### config.mk
export PLATFORM = sky130hd
export DESIGN_NAME = ddr_mode_controller_flat
export DESIGN_NICKNAME = d
export VERILOG_FILES = /design/src/ddr_mode_pkg.sv /design/src/ddr_cmd_if.sv /design/src/ddr_mode_controller.sv /design/src/flat_wrapper.sv
export SDC_FILE = /design/constraint.sdc
export NUM_CORES = 1
export LEC_CHECK = 0
export ABC_AREA = 1
export BUFFER_PORTS_ARGS = -buffer_cell sky130_fd_sc_hd__buf_2
export CAP_MARGIN = 15
export CORE_AREA = 3 3 166 168
export CTS_CLUSTER_SIZE = 8
export DETAILED_ROUTE_END_ITERATION = 10
export DIE_AREA = 0 0 169 171
export PLACE_DENSITY = 0.61
export SLEW_MARGIN = 20
export SYNTH_ARGS = -nofsm -noshare
export SYNTH_HDL_FRONTEND = slang
export SYNTH_SLANG_ARGS = --single-unit
### constraint.sdc
create_clock -name ref_clk -period 2 [get_ports ref_clk]
set_clock_uncertainty 0.1 [all_clocks]
set_input_delay 0.4 -clock ref_clk [delete_from_list [all_inputs] [get_ports ref_clk]]
set_output_delay 0.4 -clock ref_clk [all_outputs]
set_load 0.005 [all_outputs]
### src/ddr_mode_pkg.sv
// shared constants, types and decode helpers for the mode-register link
package ddr_mode_pkg;
  localparam int ADDR_W = 14;
  localparam int BA_W = 3;
  localparam int DATA_W = 32;

  // bank codes that select a mode register during a mode register set
  localparam logic [2:0] BANK_MR1 = 3'h1;
  localparam logic [2:0] BANK_MR2 = 3'h2;
  localparam logic [2:0] BANK_MR3 = 3'h3;

  // field positions on the address pins
  localparam int MR1_NOM_B0 = 2;
  localparam int MR1_NOM_B1 = 6;
  localparam int MR1_NOM_B2 = 9;
  localparam int MR1_WLEVEL_BIT = 7;
  localparam int MR2_AUTO_BIT = 6;
  localparam int MR2_EXT_BIT = 7;
  localparam int MR2_RTT_WR_LSB = 9;
  localparam int MR3_LOC_LSB = 0;
  localparam int MR3_RDO_BIT = 2;
  localparam int MR3_RSVD_LSB = 3;

  // predefined readout pattern for read training, location 0
  localparam logic [31:0] TRAIN_WORD = 32'h55555555;

  // timing
  localparam int CLK_PERIOD_NS = 40;
  localparam int REFI_NORMAL_NS = 7800;
  localparam int REFI_EXT_NS = 3900;
  localparam int REFI_NORMAL_CYC = REFI_NORMAL_NS / CLK_PERIOD_NS;
  localparam int REFI_EXT_CYC = REFI_EXT_NS / CLK_PERIOD_NS;
  localparam int MRD_CYC = 4;
  localparam int RD_LAT_CYC = 5;
  localparam int WR_ODT_CYC = 6;

  // controller register offsets
  localparam logic [7:0] OFS_CTRL = 8'h00;
  localparam logic [7:0] OFS_MR1 = 8'h04;
  localparam logic [7:0] OFS_MR2 = 8'h08;
  localparam logic [7:0] OFS_MR3 = 8'h0C;
  localparam logic [7:0] OFS_CMD = 8'h10;
  localparam logic [7:0] OFS_WDATA = 8'h14;
  localparam logic [7:0] OFS_RDATA = 8'h18;
  localparam logic [7:0] OFS_STATUS = 8'h1C;

  // controller register fields and reset values
  localparam int CTRL_EXT_BIT = 0;
  localparam int CTRL_REF_EN_BIT = 1;
  localparam int CTRL_ODT_BIT = 2;
  localparam int MR2_CFG_AUTO_BIT = 2;
  localparam int CMD_W = 5;
  localparam int STAT_DONE_BIT = 5;
  localparam logic [31:0] CTRL_RESET = 32'h00000002;
  localparam logic [1:0] RESP_OKAY = 2'h0;
  localparam logic [1:0] RESP_SLVERR = 2'h2;

  typedef enum logic [2:0] {CMD_NOP, CMD_MRS, CMD_REF, CMD_RD, CMD_WR}
    cmd_t;
  typedef enum logic [1:0] {TERM_OFF, TERM_NOM, TERM_WR} term_t;

  // decode the four command strobes into a command
  function automatic cmd_t decode_cmd(input logic cs_n, input logic ras_n,
                                      input logic cas_n, input logic we_n);
    cmd_t c;
    c = CMD_NOP;
    if (!cs_n)
    begin
      case ({ras_n, cas_n, we_n})
        3'h0: c = CMD_MRS;
        3'h1: c = CMD_REF;
        3'h5: c = CMD_RD;
        3'h4: c = CMD_WR;
        default: c = CMD_NOP;
      endcase
    end
    return c;
  endfunction : decode_cmd
endpackage : ddr_mode_pkg

### src/ddr_cmd_if.sv
// command link between the memory controller and the memory device
interface ddr_cmd_if;
  logic cs_n;
  logic ras_n;
  logic cas_n;
  logic we_n;
  logic [2:0] ba;
  logic [13:0] addr;
  logic odt;
  logic [31:0] wdata;
  logic [31:0] rdata;
  logic rvalid;

  modport dev (
    input cs_n, ras_n, cas_n, we_n, ba, addr, odt, wdata,
    output rdata, rvalid
  );
  modport ctl (
    output cs_n, ras_n, cas_n, we_n, ba, addr, odt, wdata,
    input rdata, rvalid
  );
endinterface : ddr_cmd_if

### src/ddr_mode_controller.sv
// memory controller end: AXI4-Lite registers, mode commands, refresh
//
// The AXI4-Lite slave port and the placing of the registers are this design's own decisions.
module ddr_mode_controller (
  input wire logic ref_clk,
  input wire logic rst_n,
  ddr_cmd_if.ctl link,
  input wire logic [7:0] s_awaddr,
  input wire logic s_awvalid,
  output logic s_awready,
  input wire logic [31:0] s_wdata,
  input wire logic [3:0] s_wstrb,
  input wire logic s_wvalid,
  output logic s_wready,
  output logic [1:0] s_bresp,
  output logic s_bvalid,
  input wire logic s_bready,
  input wire logic [7:0] s_araddr,
  input wire logic s_arvalid,
  output logic s_arready,
  output logic [31:0] s_rdata,
  output logic [1:0] s_rresp,
  output logic s_rvalid,
  input wire logic s_rready
);
  logic [7:0] aw_addr;
  logic aw_have;
  logic w_have;
  logic [31:0] w_data;
  logic [31:0] ctrl;
  logic [3:0] mr1_cfg;
  logic [2:0] mr2_cfg;
  logic [2:0] mr3_cfg;
  logic [31:0] wr_word;
  logic [31:0] rd_word;
  logic rd_done;
  logic [ddr_mode_pkg::CMD_W-1:0] pending;
  logic [7:0] ref_cnt;
  logic ref_due;
  logic [2:0] gap;
  logic wr_go;
  logic issue_ref;
  logic [ddr_mode_pkg::CMD_W-1:0] issue_bit;
  logic [7:0] refi;

  assign wr_go = aw_have && w_have && !s_bvalid;

  // address and data may be taken in either order
  always_ff @(posedge ref_clk or negedge rst_n)
  begin
    if (!rst_n)
    begin
      aw_have <= 1'b0;
      w_have <= 1'b0;
      aw_addr <= 8'h00;
      w_data <= 32'h00000000;
      s_awready <= 1'b1;
      s_wready <= 1'b1;
    end
    else
    begin
      if (s_awvalid && s_awready)
      begin
        aw_have <= 1'b1;
        aw_addr <= s_awaddr;
        s_awready <= 1'b0;
      end
      else if (wr_go)
        aw_have <= 1'b0;
      if (s_wvalid && s_wready)
      begin
        w_have <= 1'b1;
        w_data <= s_wdata;
        s_wready <= 1'b0;
      end
      else if (wr_go)
        w_have <= 1'b0;
      if (s_bvalid && s_bready)
      begin
        s_awready <= 1'b1;
        s_wready <= 1'b1;
      end
    end
  end

  // write response; unmapped offsets answer SLVERR
  always_ff @(posedge ref_clk or negedge rst_n)
  begin
    if (!rst_n)
    begin
      s_bvalid <= 1'b0;
      s_bresp <= ddr_mode_pkg::RESP_OKAY;
    end
    else if (wr_go)
    begin
      s_bvalid <= 1'b1;
      s_bresp <= (aw_addr > ddr_mode_pkg::OFS_STATUS || aw_addr[1:0] != 2'h0)
                 ? ddr_mode_pkg::RESP_SLVERR : ddr_mode_pkg::RESP_OKAY;
    end
    else if (s_bready)
      s_bvalid <= 1'b0;
  end

  // software registers; byte strobes are ignored, whole words only
  always_ff @(posedge ref_clk or negedge rst_n)
  begin
    if (!rst_n)
    begin
      ctrl <= ddr_mode_pkg::CTRL_RESET;
      mr1_cfg <= 4'h0;
      mr2_cfg <= 3'h0;
      mr3_cfg <= 3'h0;
      wr_word <= 32'h00000000;
    end
    else if (wr_go)
    begin
      case (aw_addr)
        ddr_mode_pkg::OFS_CTRL: ctrl <= {29'h0, w_data[2:0]};
        ddr_mode_pkg::OFS_MR1: mr1_cfg <= w_data[3:0];
        ddr_mode_pkg::OFS_MR2: mr2_cfg <= w_data[2:0];
        ddr_mode_pkg::OFS_MR3: mr3_cfg <= w_data[2:0];
        ddr_mode_pkg::OFS_WDATA: wr_word <= w_data;
        default: ;
      endcase
    end
  end

  // read channel; one cycle from address to data
  always_ff @(posedge ref_clk or negedge rst_n)
  begin
    if (!rst_n)
    begin
      s_rvalid <= 1'b0;
      s_arready <= 1'b1;
      s_rdata <= 32'h00000000;
      s_rresp <= ddr_mode_pkg::RESP_OKAY;
    end
    else if (s_arvalid && s_arready)
    begin
      s_rvalid <= 1'b1;
      s_arready <= 1'b0;
      s_rresp <= ddr_mode_pkg::RESP_OKAY;
      case (s_araddr)
        ddr_mode_pkg::OFS_CTRL: s_rdata <= ctrl;
        ddr_mode_pkg::OFS_MR1: s_rdata <= {28'h0, mr1_cfg};
        ddr_mode_pkg::OFS_MR2: s_rdata <= {29'h0, mr2_cfg};
        ddr_mode_pkg::OFS_MR3: s_rdata <= {29'h0, mr3_cfg};
        ddr_mode_pkg::OFS_WDATA: s_rdata <= wr_word;
        ddr_mode_pkg::OFS_RDATA: s_rdata <= rd_word;
        ddr_mode_pkg::OFS_STATUS: s_rdata <= {26'h0, rd_done, pending};
        default:
        begin
          s_rdata <= 32'h00000000;
          s_rresp <= ddr_mode_pkg::RESP_SLVERR;
        end
      endcase
    end
    else if (s_rvalid && s_rready)
    begin
      s_rvalid <= 1'b0;
      s_arready <= 1'b1;
    end
  end

  // refresh interval halves in the extended range
  assign refi = ctrl[ddr_mode_pkg::CTRL_EXT_BIT]
              ? 8'(ddr_mode_pkg::REFI_EXT_CYC)
              : 8'(ddr_mode_pkg::REFI_NORMAL_CYC);
  assign issue_ref = ref_due && gap == 3'h0;
  assign issue_bit = (issue_ref || gap != 3'h0) ? '0
                   : pending & (~pending + 5'h1);

  // refresh timer; a new due event wins over its own clear
  always_ff @(posedge ref_clk or negedge rst_n)
  begin
    if (!rst_n)
    begin
      ref_cnt <= 8'h00;
      ref_due <= 1'b0;
    end
    else if (!ctrl[ddr_mode_pkg::CTRL_REF_EN_BIT])
    begin
      ref_cnt <= 8'h00;
      ref_due <= 1'b0;
    end
    else if (ref_cnt + 8'h01 >= refi)
    begin
      ref_cnt <= 8'h00;
      ref_due <= 1'b1;
    end
    else
    begin
      ref_cnt <= ref_cnt + 8'h01;
      if (issue_ref)
        ref_due <= 1'b0;
    end
  end

  // pending orders: new request bits win over the issue clear
  always_ff @(posedge ref_clk or negedge rst_n)
  begin
    if (!rst_n)
      pending <= '0;
    else if (wr_go && aw_addr == ddr_mode_pkg::OFS_CMD)
      pending <= (pending & ~issue_bit) | w_data[ddr_mode_pkg::CMD_W-1:0];
    else
      pending <= pending & ~issue_bit;
  end

  // read result; arrival wins over a clear written to status
  always_ff @(posedge ref_clk or negedge rst_n)
  begin
    if (!rst_n)
    begin
      rd_word <= 32'h00000000;
      rd_done <= 1'b0;
    end
    else if (link.rvalid)
    begin
      rd_word <= link.rdata;
      rd_done <= 1'b1;
    end
    else if (wr_go && aw_addr == ddr_mode_pkg::OFS_STATUS &&
             w_data[ddr_mode_pkg::STAT_DONE_BIT])
      rd_done <= 1'b0;
  end

  // command issue, spaced by the mode command gap
  always_ff @(posedge ref_clk or negedge rst_n)
  begin
    if (!rst_n)
    begin
      {link.cs_n, link.ras_n, link.cas_n, link.we_n} <= 4'hF;
      link.ba <= 3'h0;
      link.addr <= 14'h0000;
      link.wdata <= 32'h00000000;
      link.odt <= 1'b0;
      gap <= 3'h0;
    end
    else
    begin
      link.odt <= ctrl[ddr_mode_pkg::CTRL_ODT_BIT];
      link.wdata <= wr_word;
      {link.cs_n, link.ras_n, link.cas_n, link.we_n} <= 4'hF;
      link.ba <= 3'h0;
      link.addr <= 14'h0000;
      if (gap != 3'h0)
        gap <= gap - 3'h1;
      if (issue_ref || issue_bit != '0)
        gap <= 3'(ddr_mode_pkg::MRD_CYC - 1);
      if (issue_ref)
        {link.cs_n, link.ras_n, link.cas_n, link.we_n} <= 4'h1;
      case (issue_bit)
        5'h01:
        begin
          {link.cs_n, link.ras_n, link.cas_n, link.we_n} <= 4'h0;
          link.ba <= ddr_mode_pkg::BANK_MR1;
          link.addr[ddr_mode_pkg::MR1_NOM_B0] <= mr1_cfg[0];
          link.addr[ddr_mode_pkg::MR1_NOM_B1] <= mr1_cfg[1];
          link.addr[ddr_mode_pkg::MR1_NOM_B2] <= mr1_cfg[2];
          link.addr[ddr_mode_pkg::MR1_WLEVEL_BIT] <= mr1_cfg[3];
        end
        5'h02:
        begin
          {link.cs_n, link.ras_n, link.cas_n, link.we_n} <= 4'h0;
          link.ba <= ddr_mode_pkg::BANK_MR2;
          // zero in the field turns write termination off
          link.addr[ddr_mode_pkg::MR2_RTT_WR_LSB +: 2] <= mr2_cfg[1:0];
          // extended range: automatic or manual extended self-refresh
          if (ctrl[ddr_mode_pkg::CTRL_EXT_BIT])
          begin
            link.addr[ddr_mode_pkg::MR2_AUTO_BIT] <=
              mr2_cfg[ddr_mode_pkg::MR2_CFG_AUTO_BIT];
            link.addr[ddr_mode_pkg::MR2_EXT_BIT] <=
              !mr2_cfg[ddr_mode_pkg::MR2_CFG_AUTO_BIT];
          end
        end
        5'h04:
        begin
          {link.cs_n, link.ras_n, link.cas_n, link.we_n} <= 4'h0;
          link.ba <= ddr_mode_pkg::BANK_MR3;
          // only A2:A0 are ever driven; reserved bits stay zero
          link.addr[2:0] <= mr3_cfg;
        end
        5'h08:
        begin
          {link.cs_n, link.ras_n, link.cas_n, link.we_n} <= 4'h5;
          link.addr <= wr_word[13:0];
        end
        5'h10:
        begin
          {link.cs_n, link.ras_n, link.cas_n, link.we_n} <= 4'h4;
          link.addr <= wr_word[13:0];
        end
        default: ;
      endcase
    end
  end
endmodule : ddr_mode_controller

### src/flat_wrapper.sv
// flat-port wrapper written by rule: the top's interface ports become plain ports
module ddr_mode_controller_flat 
  (ref_clk, rst_n, s_awaddr, s_awvalid, s_awready, s_wdata, s_wstrb, s_wvalid, s_wready, s_bresp, s_bvalid, s_bready, s_araddr, s_arvalid, s_arready, s_rdata, s_rresp, s_rvalid, s_rready, link_cs_n, link_ras_n, link_cas_n, link_we_n, link_ba, link_addr, link_odt, link_wdata, link_rdata, link_rvalid);
  ddr_cmd_if link_i ();
  input wire logic ref_clk;
  input wire logic rst_n;
  input wire logic [7:0] s_awaddr;
  input wire logic s_awvalid;
  output logic s_awready;
  input wire logic [31:0] s_wdata;
  input wire logic [3:0] s_wstrb;
  input wire logic s_wvalid;
  output logic s_wready;
  output logic [1:0] s_bresp;
  output logic s_bvalid;
  input wire logic s_bready;
  input wire logic [7:0] s_araddr;
  input wire logic s_arvalid;
  output logic s_arready;
  output logic [31:0] s_rdata;
  output logic [1:0] s_rresp;
  output logic s_rvalid;
  input wire logic s_rready;
  output wire logic [$bits(link_i.cs_n)-1:0] link_cs_n;
  output wire logic [$bits(link_i.ras_n)-1:0] link_ras_n;
  output wire logic [$bits(link_i.cas_n)-1:0] link_cas_n;
  output wire logic [$bits(link_i.we_n)-1:0] link_we_n;
  output wire logic [$bits(link_i.ba)-1:0] link_ba;
  output wire logic [$bits(link_i.addr)-1:0] link_addr;
  output wire logic [$bits(link_i.odt)-1:0] link_odt;
  output wire logic [$bits(link_i.wdata)-1:0] link_wdata;
  input wire logic [$bits(link_i.rdata)-1:0] link_rdata;
  input wire logic [$bits(link_i.rvalid)-1:0] link_rvalid;
  assign link_cs_n = link_i.cs_n;
  assign link_ras_n = link_i.ras_n;
  assign link_cas_n = link_i.cas_n;
  assign link_we_n = link_i.we_n;
  assign link_ba = link_i.ba;
  assign link_addr = link_i.addr;
  assign link_odt = link_i.odt;
  assign link_wdata = link_i.wdata;
  assign link_i.rdata = link_rdata;
  assign link_i.rvalid = link_rvalid;
  ddr_mode_controller u_core (.ref_clk(ref_clk), .rst_n(rst_n), .link(link_i), .s_awaddr(s_awaddr), .s_awvalid(s_awvalid), .s_awready(s_awready), .s_wdata(s_wdata), .s_wstrb(s_wstrb), .s_wvalid(s_wvalid), .s_wready(s_wready), .s_bresp(s_bresp), .s_bvalid(s_bvalid), .s_bready(s_bready), .s_araddr(s_araddr), .s_arvalid(s_arvalid), .s_arready(s_arready), .s_rdata(s_rdata), .s_rresp(s_rresp), .s_rvalid(s_rvalid), .s_rready(s_rready));
endmodule
# Word level (Yosys, flattened, before mapping)
# Index checks and enable logic that the tools add are counted.
[totals]
inputBits = 92
romBits = 0
latchBits = 0
ram_bits = 0
mem_count = 0
reg_bits = 230
output_inout_bits = 95
[classes]
reduce_logical = 40
magnitude_cmp = 2
bitwise = 5
div = 0
multipliers = 0
n_shift = 0
muxes = 42
n_eq_ne = 18
add_sub_neg = 3
[ops]
columns = ["operator", "count"]
rows = [
  ["32-bit case mux with 7 select lines", 1],
  ["8-bit by 5-bit == test with 1-bit output, second input constant", 6],
  ["8-bit by 4-bit == test with 1-bit output, second input constant", 4],
  ["8-bit two-way mux", 3],
  ["1-bit two-way mux", 22],
  ["2-bit nonzero test", 9],
  ["8-bit by 3-bit == test with 1-bit output, second input constant", 2],
  ["8-bit zero test", 2],
  ["3-bit two-way mux", 4],
  ["2-bit case mux with 3 select lines", 2],
  ["1-bit logical AND", 11],
  ["5-bit AND", 2],
  ["5-bit two-way mux", 2],
  ["5-bit NOT", 2],
  ["2-bit AND reduction", 5],
  ["8-bit by 1-bit adder with 8-bit output, second input constant", 1],
  ["8-bit >= comparator", 1],
  ["8-bit by 5-bit greater-than comparator with 1-bit output, second input constant", 1],
  ["7-bit OR reduction", 1],
  ["2-bit two-way mux", 3],
  ["1-bit case mux with 3 select lines", 2],
  ["5-bit by 1-bit adder with 5-bit output, second input constant", 1],
  ["5-bit by 1-bit == test with 1-bit output, second input constant", 1],
  ["5-bit by 2-bit == test with 1-bit output, second input constant", 1],
  ["other kinds (17)", 21],
]

# Logic depth before layout (Yosys ltp)
# Gate-level depths: netlist of the first run.
[logic_depth]
word_depth = 8
mapped_depth = 14

# Worst setup path before layout of the first run
# OpenSTA, ideal clock, no wires.
[synth_timing]
path_type = "reg2reg"
from = "reg u_core.ref_cnt[2]"
to = "reg u_core.ref_cnt[0]"
stages_incl_launch_ff = 13
setup_slack_ps = 64
synth_period_minus_slack_ps = 1936
t_required_ps = 1774
arrival_ps = 1709
path_cell_list = "dfrtp_1 -> nand2_1 -> inv_1 -> nand3_1 -> nand3b_1 -> xor2_1 -> inv_1 -> ha_1 -> o21ai_0 -> nor2_1 -> nand2_1 -> nand3_1 -> nor2_1"
[synth_between]
elab_chain_len = 4
[synth_rtl]
columns = ["item", "line_no", "rtl"]
rows = [
  ["start, declared", "ddr_mode_controller.sv:38", "logic [7:0] ref_cnt;"],
  ["start signal, assigned", "ddr_mode_controller.sv:193", "ref_cnt <= ref_cnt + 8'h01;"],
  ["8-bit by 1-bit adder with 8-bit output", "ddr_mode_controller.sv:186", "else if (ref_cnt + 8'h01 >= refi)"],
  ["8-bit >= comparator", "ddr_mode_controller.sv:186", ""],
  ["8-bit two-way mux", "ddr_mode_controller.sv:186", ""],
  ["8-bit two-way mux", "ddr_mode_controller.sv:181", "else if (!ctrl[ddr_mode_pkg::CTRL_REF_EN_BIT])"],
]
# Every way passes these cells.
# A chain may end at the register's enable or synchronous reset.

# Final worst setup path of the first run
[layout_timing]
from = "reg u_core.ref_cnt[2]"
to = "reg u_core.ref_cnt[5]"
[layout_between]
elab_chain_len = 4
[layout_rtl]
columns = ["item", "line_no"]
rows = [
  ["8-bit by 1-bit adder with 8-bit output (*)", "ddr_mode_controller.sv:186, ddr_mode_controller.sv:193"],
  ["8-bit >= comparator", "ddr_mode_controller.sv:186"],
  ["8-bit two-way mux (*)", "ddr_mode_controller.sv:186"],
  ["8-bit two-way mux (*)", "ddr_mode_controller.sv:181"],
]
# Every way passes the cells marked *; elsewhere a longest branch is shown, timed or not.

==> flow_summary.yaml, run 1 <==
floorplanning:
  die_w_um: 169
  core-area_um2: 26100
  pin_count: 187
  die_h_um: 171
  fp-row-count: 59
  initial_core_util: 0.350
  dieArea_um2: 28900
timing:
  hold_violations: 0
  setup_viol: 0
  timing.fmax_mhz: 516
  fin_crit_sh: 0.969
  hold-worst-slack_ns: 0.0197
  finalMaxSlewViolations: 0
  min_period_ns: 1.94
  rsz0062_at_grt: "yes"
  fin_tns_setup_ns: 0
finish:
  n_fill_cell: 2568
  final_util: 0.451
  finalNetCount: 1307
  area_growth_pct: 29.0
  finish.instance_area_um2: 11800
  layout_common_cells: "nand2_1 (293), dfrtp_1 (221), buf_2 (178), inv_1 (113), o21ai_0 (77)"
  n_antenna_cell: 0
  drive_gt1_frac: 0.248
  layout_commonest_cell: "nand2_1"
critical_path:
  timing.rr.start: "u_core.ref_cnt[2]"
  r2r-end: "u_core.ref_cnt[5]"
  required_ns: 2.32
  worstSetupPathType: "reg2reg"
  r2r_cells: 12
  critPathLaunchType: "flop"
  arrival_ns: 2.26
  cp-startpoint: "u_core.ref_cnt[2]"
  critPathCaptureType: "flop"
  reg2reg_setup_slack_ns: 0.06
  worst-path-max-fanout: 8
route:
  wl_um: 23600
  firstDrtPassIters: 5
  drc: 0
  dr_total_vias: 7057
  drt-wirelength-per-cell_um: 15.1
  viasPerCell: 4.51
  postRouteAntennaNets: 0
  first_iter_violations: 373
clock_tree:
  cts.sinks: 228
  path_clk_slew_ns: 0.05
  cts_buffers: 34
  cts_max_path_buffers: 3
  htreeDepth: 2
  root_buffer: "clkbuf_16"
  cts_tree: "yes"
  clkLatencyLatePin_ns: 0.50
yosys:
  async_reset_ff_frac: 1.00
  synth_edf_count: 0
  syn-instance-count: 984
  ys_seq_elements: 228
  synth-warning-count: 0
  synth_ff_type: "dfrtp_1"
  synth_area_um2: 9110
  avgSynthCellArea_um2: 9.26
  ys_seq_area_frac: 0.627
  ys_types: 35
pwr:
  static-leakage-power_uw: 0.00632
  ir_worst_vdd_v: 0.000641
  cellPowerDensity_nw_per_um2: 1160
grt:
  grt_usage: 0.166
  grt_pass1_vias: 7092
  grt_pass1_wl_um: 38200
  grt_max_degree: 70
  grt_antenna_before_repair: 1
  overflow: 0
outcome:
  status: "complete, no violations"
worst_hold_path:
  hold_class: "in2reg"
  hp-start: "link_rdata[20]"
  whs_path_depth: 3
  hold_end: "u_core.rd_word[20]"
placed_design:
  hpwlAfterDp_um: 16200
  gp_congestion: 0.824
  io_buffers: 179
  place_area_um2: 10600
job:
  drv_cap: 0
[synthesized netlist by cell type, drive strengths merged, types with 7 or more instances]
master | instances | share of area
nand2 | 300 | 0.12
nor2 | 77 | 0.033
dfstp | 7 | 0.020
clkbuf | 22 | 0.0091
o22ai | 7 | 0.0048
buf | 13 | 0.0095
nand3 | 39 | 0.023
inv | 119 | 0.049
dfrtp | 221 | 0.61
a21oi | 37 | 0.020
nor3 | 8 | 0.0074
o21ai | 108 | 0.067
[critical path, stage by stage, from the launching register on]
cell and delay (ns):
dfrtp_1 0.35, nand2_2 0.07, inv_2 0.06, nand3_2 0.07, nand3b_1 0.18, xor2_1 0.21, inv_1 0.07, ha_1 0.26
o21ai_1 0.07, nor2_1 0.06, nand2_1 0.11, nand3_4 0.12, nor2_1 0.11
[where the power goes]
part	internal, uW	switching [uW]	leakage (uW)	total (uW)
clock network	3140	1990	0.000459	5130
registers	5680	533	0.00295	6210
logic	903	1400	0.00291	2300
[sequential cells by signal, indices dropped and copies added (netlist names), 8 cells and up]
name	count
u_core.link.addr	14
u_core.wr_word	32
u_core.w_data	32
u_core.rd_word	32
u_core.ref_cnt	8
u_core.s_rdata	32
u_core.aw_addr	8
u_core.link.wdata	32
[logic make-up after synthesis]
| kind of cell | Yosys count | synth area share |
|---|---|---|
| muxes | 5 | 0.00618 |
| and+or+nand+nor | 433 | 0.194 |
| adders and majority gates | 5 | 0.00687 |
| xor gates and xnor gates | 3 | 0.00288 |
| AOI/OAI and AO/OA | 154 | 0.0941 |
| other | 1 | 0.000412 |
| buffers and inverters | 155 | 0.0681 |
| DFF | 228 | 0.627 |
[what timing repair did]
action | in CTS | in global routing
pin swaps | 0 | 8
setup buffers | 0 | 2
endpoints found under the hold margin | 43 | 0
endpoints found under the setup margin | 8 | 12
hold buffers | 13 | 0
resized for setup | 2 | 11
[stage by stage]
| step | setup slack [ns] | power, uW | cells |
|---|---|---|---|
| floorplan | 0.0642 | 7470 | 986 |
| global placement | -0.0732 | 8510 | 1494 |
| detailed placement | -0.0744 | 8600 | 1494 |
| CTS | 0.0112 | 13900 | 1562 |
| global route | -0.133 | 14500 | 1564 |
| finish | 0.0625 | 13600 | 1564 |
[how the worst max path moves through the flow]
stage,end,slack [ns],cells after the start
detailed placement,u_core.ref_cnt[0],-0.07,12
CTS,u_core.ref_cnt[5],0.01,12
global route,u_core.ref_cnt[5],-0.13,12
floorplan,u_core.ref_cnt[0],0.06,12
global placement,u_core.ref_cnt[6],-0.07,12
finish,u_core.ref_cnt[5],0.06,12
[final cells by class]
| type | count | area [um2] | area share |
|---|---|---|---|
| Clock buffer | 51 | 915 | 0.0778 |
| Inverter | 120 | 452 | 0.0384 |
| Clock inverter | 4 | 38.8 | 0.00330 |
| Tap cell | 335 | 419 | 0.0357 |
| Sequential cell | 228 | 5710 | 0.486 |
| Timing Repair Buffer | 223 | 1400 | 0.119 |
| Multi-Input combinational cell | 603 | 2820 | 0.240 |
[routing by layer]
layer | GRT usage | wire length [um] | up-vias | share of wire
li1 | - | - | 3528 | -
met1 | 0.226 | 10800 | 3318 | 0.46
met2 | 0.265 | 10900 | 176 | 0.46
met3 | 0.0434 | 1450 | 33 | 0.062
met4 | 0.0452 | 442 | 2 | 0.019
met5 | 0 | 20 | - | 0.00085
Power figures use the tool's default switching activity.
==> run 2, diff against run 1 <==
Settings changed: PLACE_DENSITY 0.61 to 0.59.
Clock period 2 ns to 2.01 ns, I/O delays scaled along.
==> run 2 against run 1 <==
  * Power grew 1.4%
  * Final cell count shrank 0.32%
  * Critical path depth is the same
  * Die area is the same
  * Sequential share of layout area grew 0.057 points
  * Combinational power shrank 2%
  * Clock-buffer cell count grew 3
  * Non-clock buffer count shrank 5
  * Wire length shrank 1.2%
  * Utilization shrank 0.053 points
  * Via count shrank 0.17%
  * Register-to-register slack is essentially flat
  * Largest power group unchanged
  * Highest routed layer unchanged
==> flow_summary.yaml, run 2 (synthesis results as in run 1) <==
critical_path:
  slowest_delay_ns: 0.35
  reg2reg_setup_slack_ns: 0.07
  critPathCaptureType: "flop"
  path_cells: "nand2_2 > inv_2 > nand3_2 > nand3b_1 > xor2_1 > inv_1 > ha_1 > o21ai_1 > nor2_1 > nand2_2 > nand3_4 > nor2_1"
  r2r_cells: 12
  worstSetupPathType: "reg2reg"
  r2r-end: "u_core.ref_cnt[1]"
  critPathLaunchType: "flop"
  worst-path-max-fanout: 8
  arrival_ns: 2.23
  required_ns: 2.30
  timing.rr.start: "u_core.ref_cnt[2]"
  slowest_stage: "dfrtp_1"
job:
  drv_cap: 0
timing:
  timing.fmax_mhz: 514
  min_period_ns: 1.94
  hold-worst-slack_ns: 0.0284
  setup_viol: 0
  max_slew_margin: 0.644
  fin_tns_setup_ns: 0
  hold_violations: 0
  worst_slew_pin_slew_ns: 0.534
  finalMaxSlewViolations: 0
  rsz0062_at_grt: "yes"
  fin_crit_sh: 0.967
worst_hold_path:
  whs_path_depth: 2
  hold_end: "u_core.s_bvalid"
  hold_class: "in2reg"
  hp-start: "s_bready"
outcome:
  status: "complete, no violations"
finish:
  finalNetCount: 1302
  drive_gt1_frac: 0.255
  area_growth_pct: 28.9
  layout_commonest_cell: "nand2_1"
  layout_common_cells: "nand2_1 (291), dfrtp_1 (221), buf_2 (178), inv_1 (112), o21ai_0 (77)"
  n_antenna_cell: 0
floorplanning:
  pin_count: 187
  fp-row-count: 59
  die_w_um: 169
  dieArea_um2: 28900
  die_h_um: 171
  core-area_um2: 26100
  initial_core_util: 0.350
grt:
  grt_antenna_before_repair: 2
  grt_pass1_vias: 6908
  grt_max_degree: 66
  grt_usage: 0.162
  grt_pass1_wl_um: 37300
  overflow: 0
route:
  drc: 0
  drt-wirelength-per-cell_um: 15.0
  first_iter_violations: 486
  dr_total_vias: 7045
  postRouteAntennaNets: 0
  viasPerCell: 4.52
  firstDrtPassIters: 5
  wl_um: 23300
placed_design:
  hpwlAfterDp_um: 16100
  gp_congestion: 0.836
  io_buffers: 179
clock_tree:
  path_clk_slew_ns: 0.05
  cts_buffers: 34
  cts_tree: "yes"
  root_buffer: "clkbuf_16"
  cts.sinks: 228
  clkLatencyLatePin_ns: 0.50
  cts_max_path_buffers: 3
  htreeDepth: 2
pwr:
  finalPower_uw: 13800
  cellPowerDensity_nw_per_um2: 1180
  ir_worst_vdd_v: 0.000661
  static-leakage-power_uw: 0.00632
## run 2: final cells by class
type                            instances  area (um2)
Clock buffer                           54         990
Clock inverter                          1        30.0
Fill cell                            2551       14300
Inverter                              120         452
Multi-Input combinational cell        603        2830
Sequential cell                       228        5710
Tap cell                              335         419
Timing Repair Buffer                  218        1310
## run 2: per-layer routing
metal  track usage  wire length, um  part of all wire
met4        0.0441              459             0.020
met3        0.0457             1740             0.075
met5             0               28            0.0012
met1         0.228            10800              0.46
met2         0.248            10300              0.44
## run 2: worst max path at each step
stage	startpoint	endpoint	slack, ns	depth (start not counted)
floorplan	u_core.ref_cnt[2]	u_core.ref_cnt[0]	0.07	12
global placement	u_core.ref_cnt[3]	u_core.ref_cnt[7]	-0.05	12
detailed placement	u_core.ref_cnt[2]	u_core.ref_cnt[2]	-0.07	12
CTS	u_core.ref_cnt[2]	u_core.ref_cnt[2]	0.001	12
global route	u_core.ref_cnt[2]	u_core.ref_cnt[5]	-0.11	12
finish	u_core.ref_cnt[2]	u_core.ref_cnt[1]	0.07	12
## run 2: timing repair
action / 4_1_cts / 5_1_grt
hold buffers: 4 / 0
gates resized for setup: 1 / 14
buffers inserted: 0 / 2
gates cloned: 0 / 0
setup endpoints to repair: 8 / 16
hold endpoints to repair: 53 / 0
pin swaps: 0 / 13
## run 2: per-stage QoR
step	cell area (um2)	setup WS, ns	instances	util
6_report	11700	0.0659	1559	0.451
4_1_cts	11700	0.00140	1557	0.449
3_5_place_dp	10600	-0.0749	1498	0.408
5_1_grt	11700	-0.111	1559	0.451
2_1_floorplan	9120	0.0742	986	-
3_3_place_gp	10600	-0.0519	1498	0.408
## run 2: critical path, delay by kind of cell (launching register included)
family	cells	cell delay, ns
simple gates	7	0.71
flops	1	0.35
fa+ha+maj	1	0.27
xor+xnor	1	0.22
buf+inv	2	0.13
compound gates	1	0.05
## run 2: where the power goes
group	switching [uW]	internal, uW
clock	1930	3460
combinational	1380	877
sequential	538	5650
==> run 3, diff against run 2 <==
Settings changed: ABC_AREA 1 to unset, CORE_AREA 3 3 166 168 to 3 3 164 166, DIE_AREA 0 0 169 171 to 0 0 167 169, PLACE_DENSITY 0.59 to 0.6.
==> run 3 against run 2 <==
  * Non-clock buffer count up 15
  * Register-to-register slack worse by 0.22 ns
  * Wire length down 0.90%
  * Maximum frequency down 10%
  * Synthesized area shrank 2.7%
  * The run now ends with negative setup slack left
  * Utilization up 0.46 points
  * Worst setup slack worse by 0.22 ns
  * Clock-buffer cell count grew 4
==> flow_summary.yaml, run 3 <==
outcome:
  status: "finished, violations left"
  violations: "negative setup slack"
floorplanning:
  die_h_um: 169
  core-area_um2: 25800
  initial_core_util: 0.344
  fp-row-count: 59
  die_w_um: 167
  dieArea_um2: 28200
  pin_count: 187
yosys:
  ys_top_cells_by_area: "dfrtp_1 (62%), mux2_2 (16%), a22oi_1 (2.3%)"
  ys_seq_area_frac: 0.645
  syn-instance-count: 629
  synth_top_family_by_area: "multiplexers"
  synthSimpleGateAreaFrac: 0.0693
  synth_compound_area_frac: 0.0817
  synth_area_um2: 8860
  async_reset_ff_frac: 1.00
  synth-warning-count: 0
  synthXorXnorAreaFrac: 0.00692
  synth_ff_type: "dfrtp_1"
  synthMostInstantiatedCell: "dfrtp_1"
  yosys.area.top_type: "dfrtp_1"
  synth_top_cells_by_count: "dfrtp_1 (221), mux2_2 (124), nand2_1 (45)"
  avgSynthCellArea_um2: 14.1
  ys_seq_elements: 228
  yosysTopAreaCellShare: 0.624
  ys_types: 57
  yosys.area_share.adder: 0.00706
  synthMuxAreaShare: 0.166
  synth_edf_count: 0
clock_tree:
  cts.sinks: 228
  cts_tree: "yes"
  path_clk_slew_ns: 0.05
  cts_max_path_buffers: 3
  cts_buffers: 34
  htreeDepth: 2
  root_buffer: "clkbuf_16"
  clkLatencyLatePin_ns: 0.50
critical_path:
  path_cells: "or4_4 > nor4_4 > nand3_4 > clkbuf_16 > mux2_2"
  worst-path-max-fanout: 8
  slowest_delay_ns: 0.57
  arrival_ns: 2.43
  r2r-end: "u_core.wr_word[27]"
  crit_family: "simple AND/OR/NAND/NOR gates"
  critPathLaunchType: "flop"
  cp.depth: 5
  slowest_stage: "or4_4"
  worstSetupPathType: "reg2reg"
  required_ns: 2.28
  r2r_cells: 5
  timing.rr.start: "u_core.aw_addr[0]"
  critPathBufInv: 1
  reg2reg_setup_slack_ns: -0.15
  critPathCaptureType: "flop"
placed_design:
  dp_slack_ns: -0.223
  io_buffers: 179
  hpwlAfterDp_um: 15000
  place_area_um2: 10500
  gp_congestion: 0.781
  placed_cells: 1157
pwr:
  cellPowerDensity_nw_per_um2: 1070
  finalPower_uw: 12500
  static-leakage-power_uw: 0.00577
  ir_worst_vdd_v: 0.000542
finish:
  drive_gt1_frac: 0.478
  finalNetCount: 968
  area_growth_pct: 32.3
  finish.instance_area_um2: 11700
  layout_commonest_cell: "dfrtp_1"
  multi_input_area_um2: 3070
  fin_cells: 1232
  layout_common_cells: "dfrtp_1 (221), buf_2 (178), mux2_2 (121), nand2_1 (42), clkbuf_16 (36)"
  n_fill_cell: 2352
  ff_latch_area_um2: 5710
grt:
  grt_pass1_vias: 6349
  grt_antenna_before_repair: 3
  grt_usage: 0.158
  grt_pass1_wl_um: 35400
  grtUsageMet1: 0.215
  busiest_layer: "met2"
  overflow: 0
  grt_max_degree: 66
  met3_usage: 0.0423
  grt_util_met2: 0.248
job:
  drv_cap: 0
route:
  drc: 0
  drt-wirelength-per-cell_um: 18.8
  firstDrtPassIters: 4
  dr_total_vias: 5988
  postRouteAntennaNets: 0
  wl_um: 23100
  first_iter_violations: 364
  viasPerCell: 4.86
timing:
  hold-worst-slack_ns: 0.0187
  fin_crit_sh: 1.07
  setup_ws_ns: -0.149
  timing.fmax_mhz: 463
  min_period_ns: 2.16
  rsz0062_at_grt: "yes"
  hold_violations: 0
  setup_viol: 55
  finalMaxSlewViolations: 0
worst_hold_path:
  whs_path_depth: 3
  hold_class: "in2reg"
  hold_end: "u_core.s_arready"
  hp-start: "s_rready"
-- run 3: cells by family after synthesis --
logic type	count (synthesis)
adders and majority gates	5
buffers and inverters	44
and+or+nand+nor	111
other	1
AOI/OAI and AO/OA	105
DFF	228
xor gates and xnor gates	7
muxes	128
-- run 3: power by group --
group / total, uW / switching (uW) / internal [uW] / leakage, uW
clock: 5190 / 2010 / 3180 / 0.000463
combinational: 1530 / 663 / 867 / 0.00233
sequential: 5790 / 492 / 5300 / 0.00298
total: 12500 / 3170 / 9340 / 0.00577
-- run 3: worst max path at each step --
stage | start | endpoint | slack, ns
4_1_cts | u_core.ref_cnt[0] | u_core.ref_cnt[1] | -0.14
2_1_floorplan | u_core.ref_cnt[3] | u_core.ref_cnt[3] | -0.06
5_1_grt | u_core.aw_addr[0] | u_core.wr_word[0] | -0.24
3_5_place_dp | s_araddr[7] | u_core.s_rdata[5] | -0.22
3_3_place_gp | s_araddr[7] | u_core.s_rdata[5] | -0.20
6_report | u_core.aw_addr[0] | u_core.wr_word[27] | -0.15
-- run 3: layer usage --
layer	vias to the layer above	routed length, um
li1	2745	-
met1	3028	10400
met2	174	10800
met3	37	1440
met4	4	435
met5	-	27
-- run 3: layout make-up --
cell class	count	share of cell area
clock buffer	58	0.0802
timing repair buffer	233	0.127
clock inverter	3	0.00288
sequential	228	0.487
multi-input combinational	359	0.261
inverter	15	0.00480
tap	335	0.0357
antenna	1	0.000213
-- run 3: what timing repair did --
action	in CTS	in global routing
resized for setup	6	17
hold buffers	5	0
setup endpoints to repair	47	58
gates cloned	0	3
setup buffers	3	2
endpoints found under the hold margin	43	0
pin swaps	10	4
-- run 3: stage by stage --
step | TNS, ns | utilization
finish | -5.54 | 0.455
global route | -10.39 | 0.455
CTS | -2.25 | 0.449
detailed placement | -7.86 | 0.408
global placement | -6.21 | 0.408
floorplan | -0.456 | -
-- run 3: worst min-delay path, cell delays in order --
cell	delay, ns
buf_2	0.10
nand2_1	0.05
mux2i_1	0.06
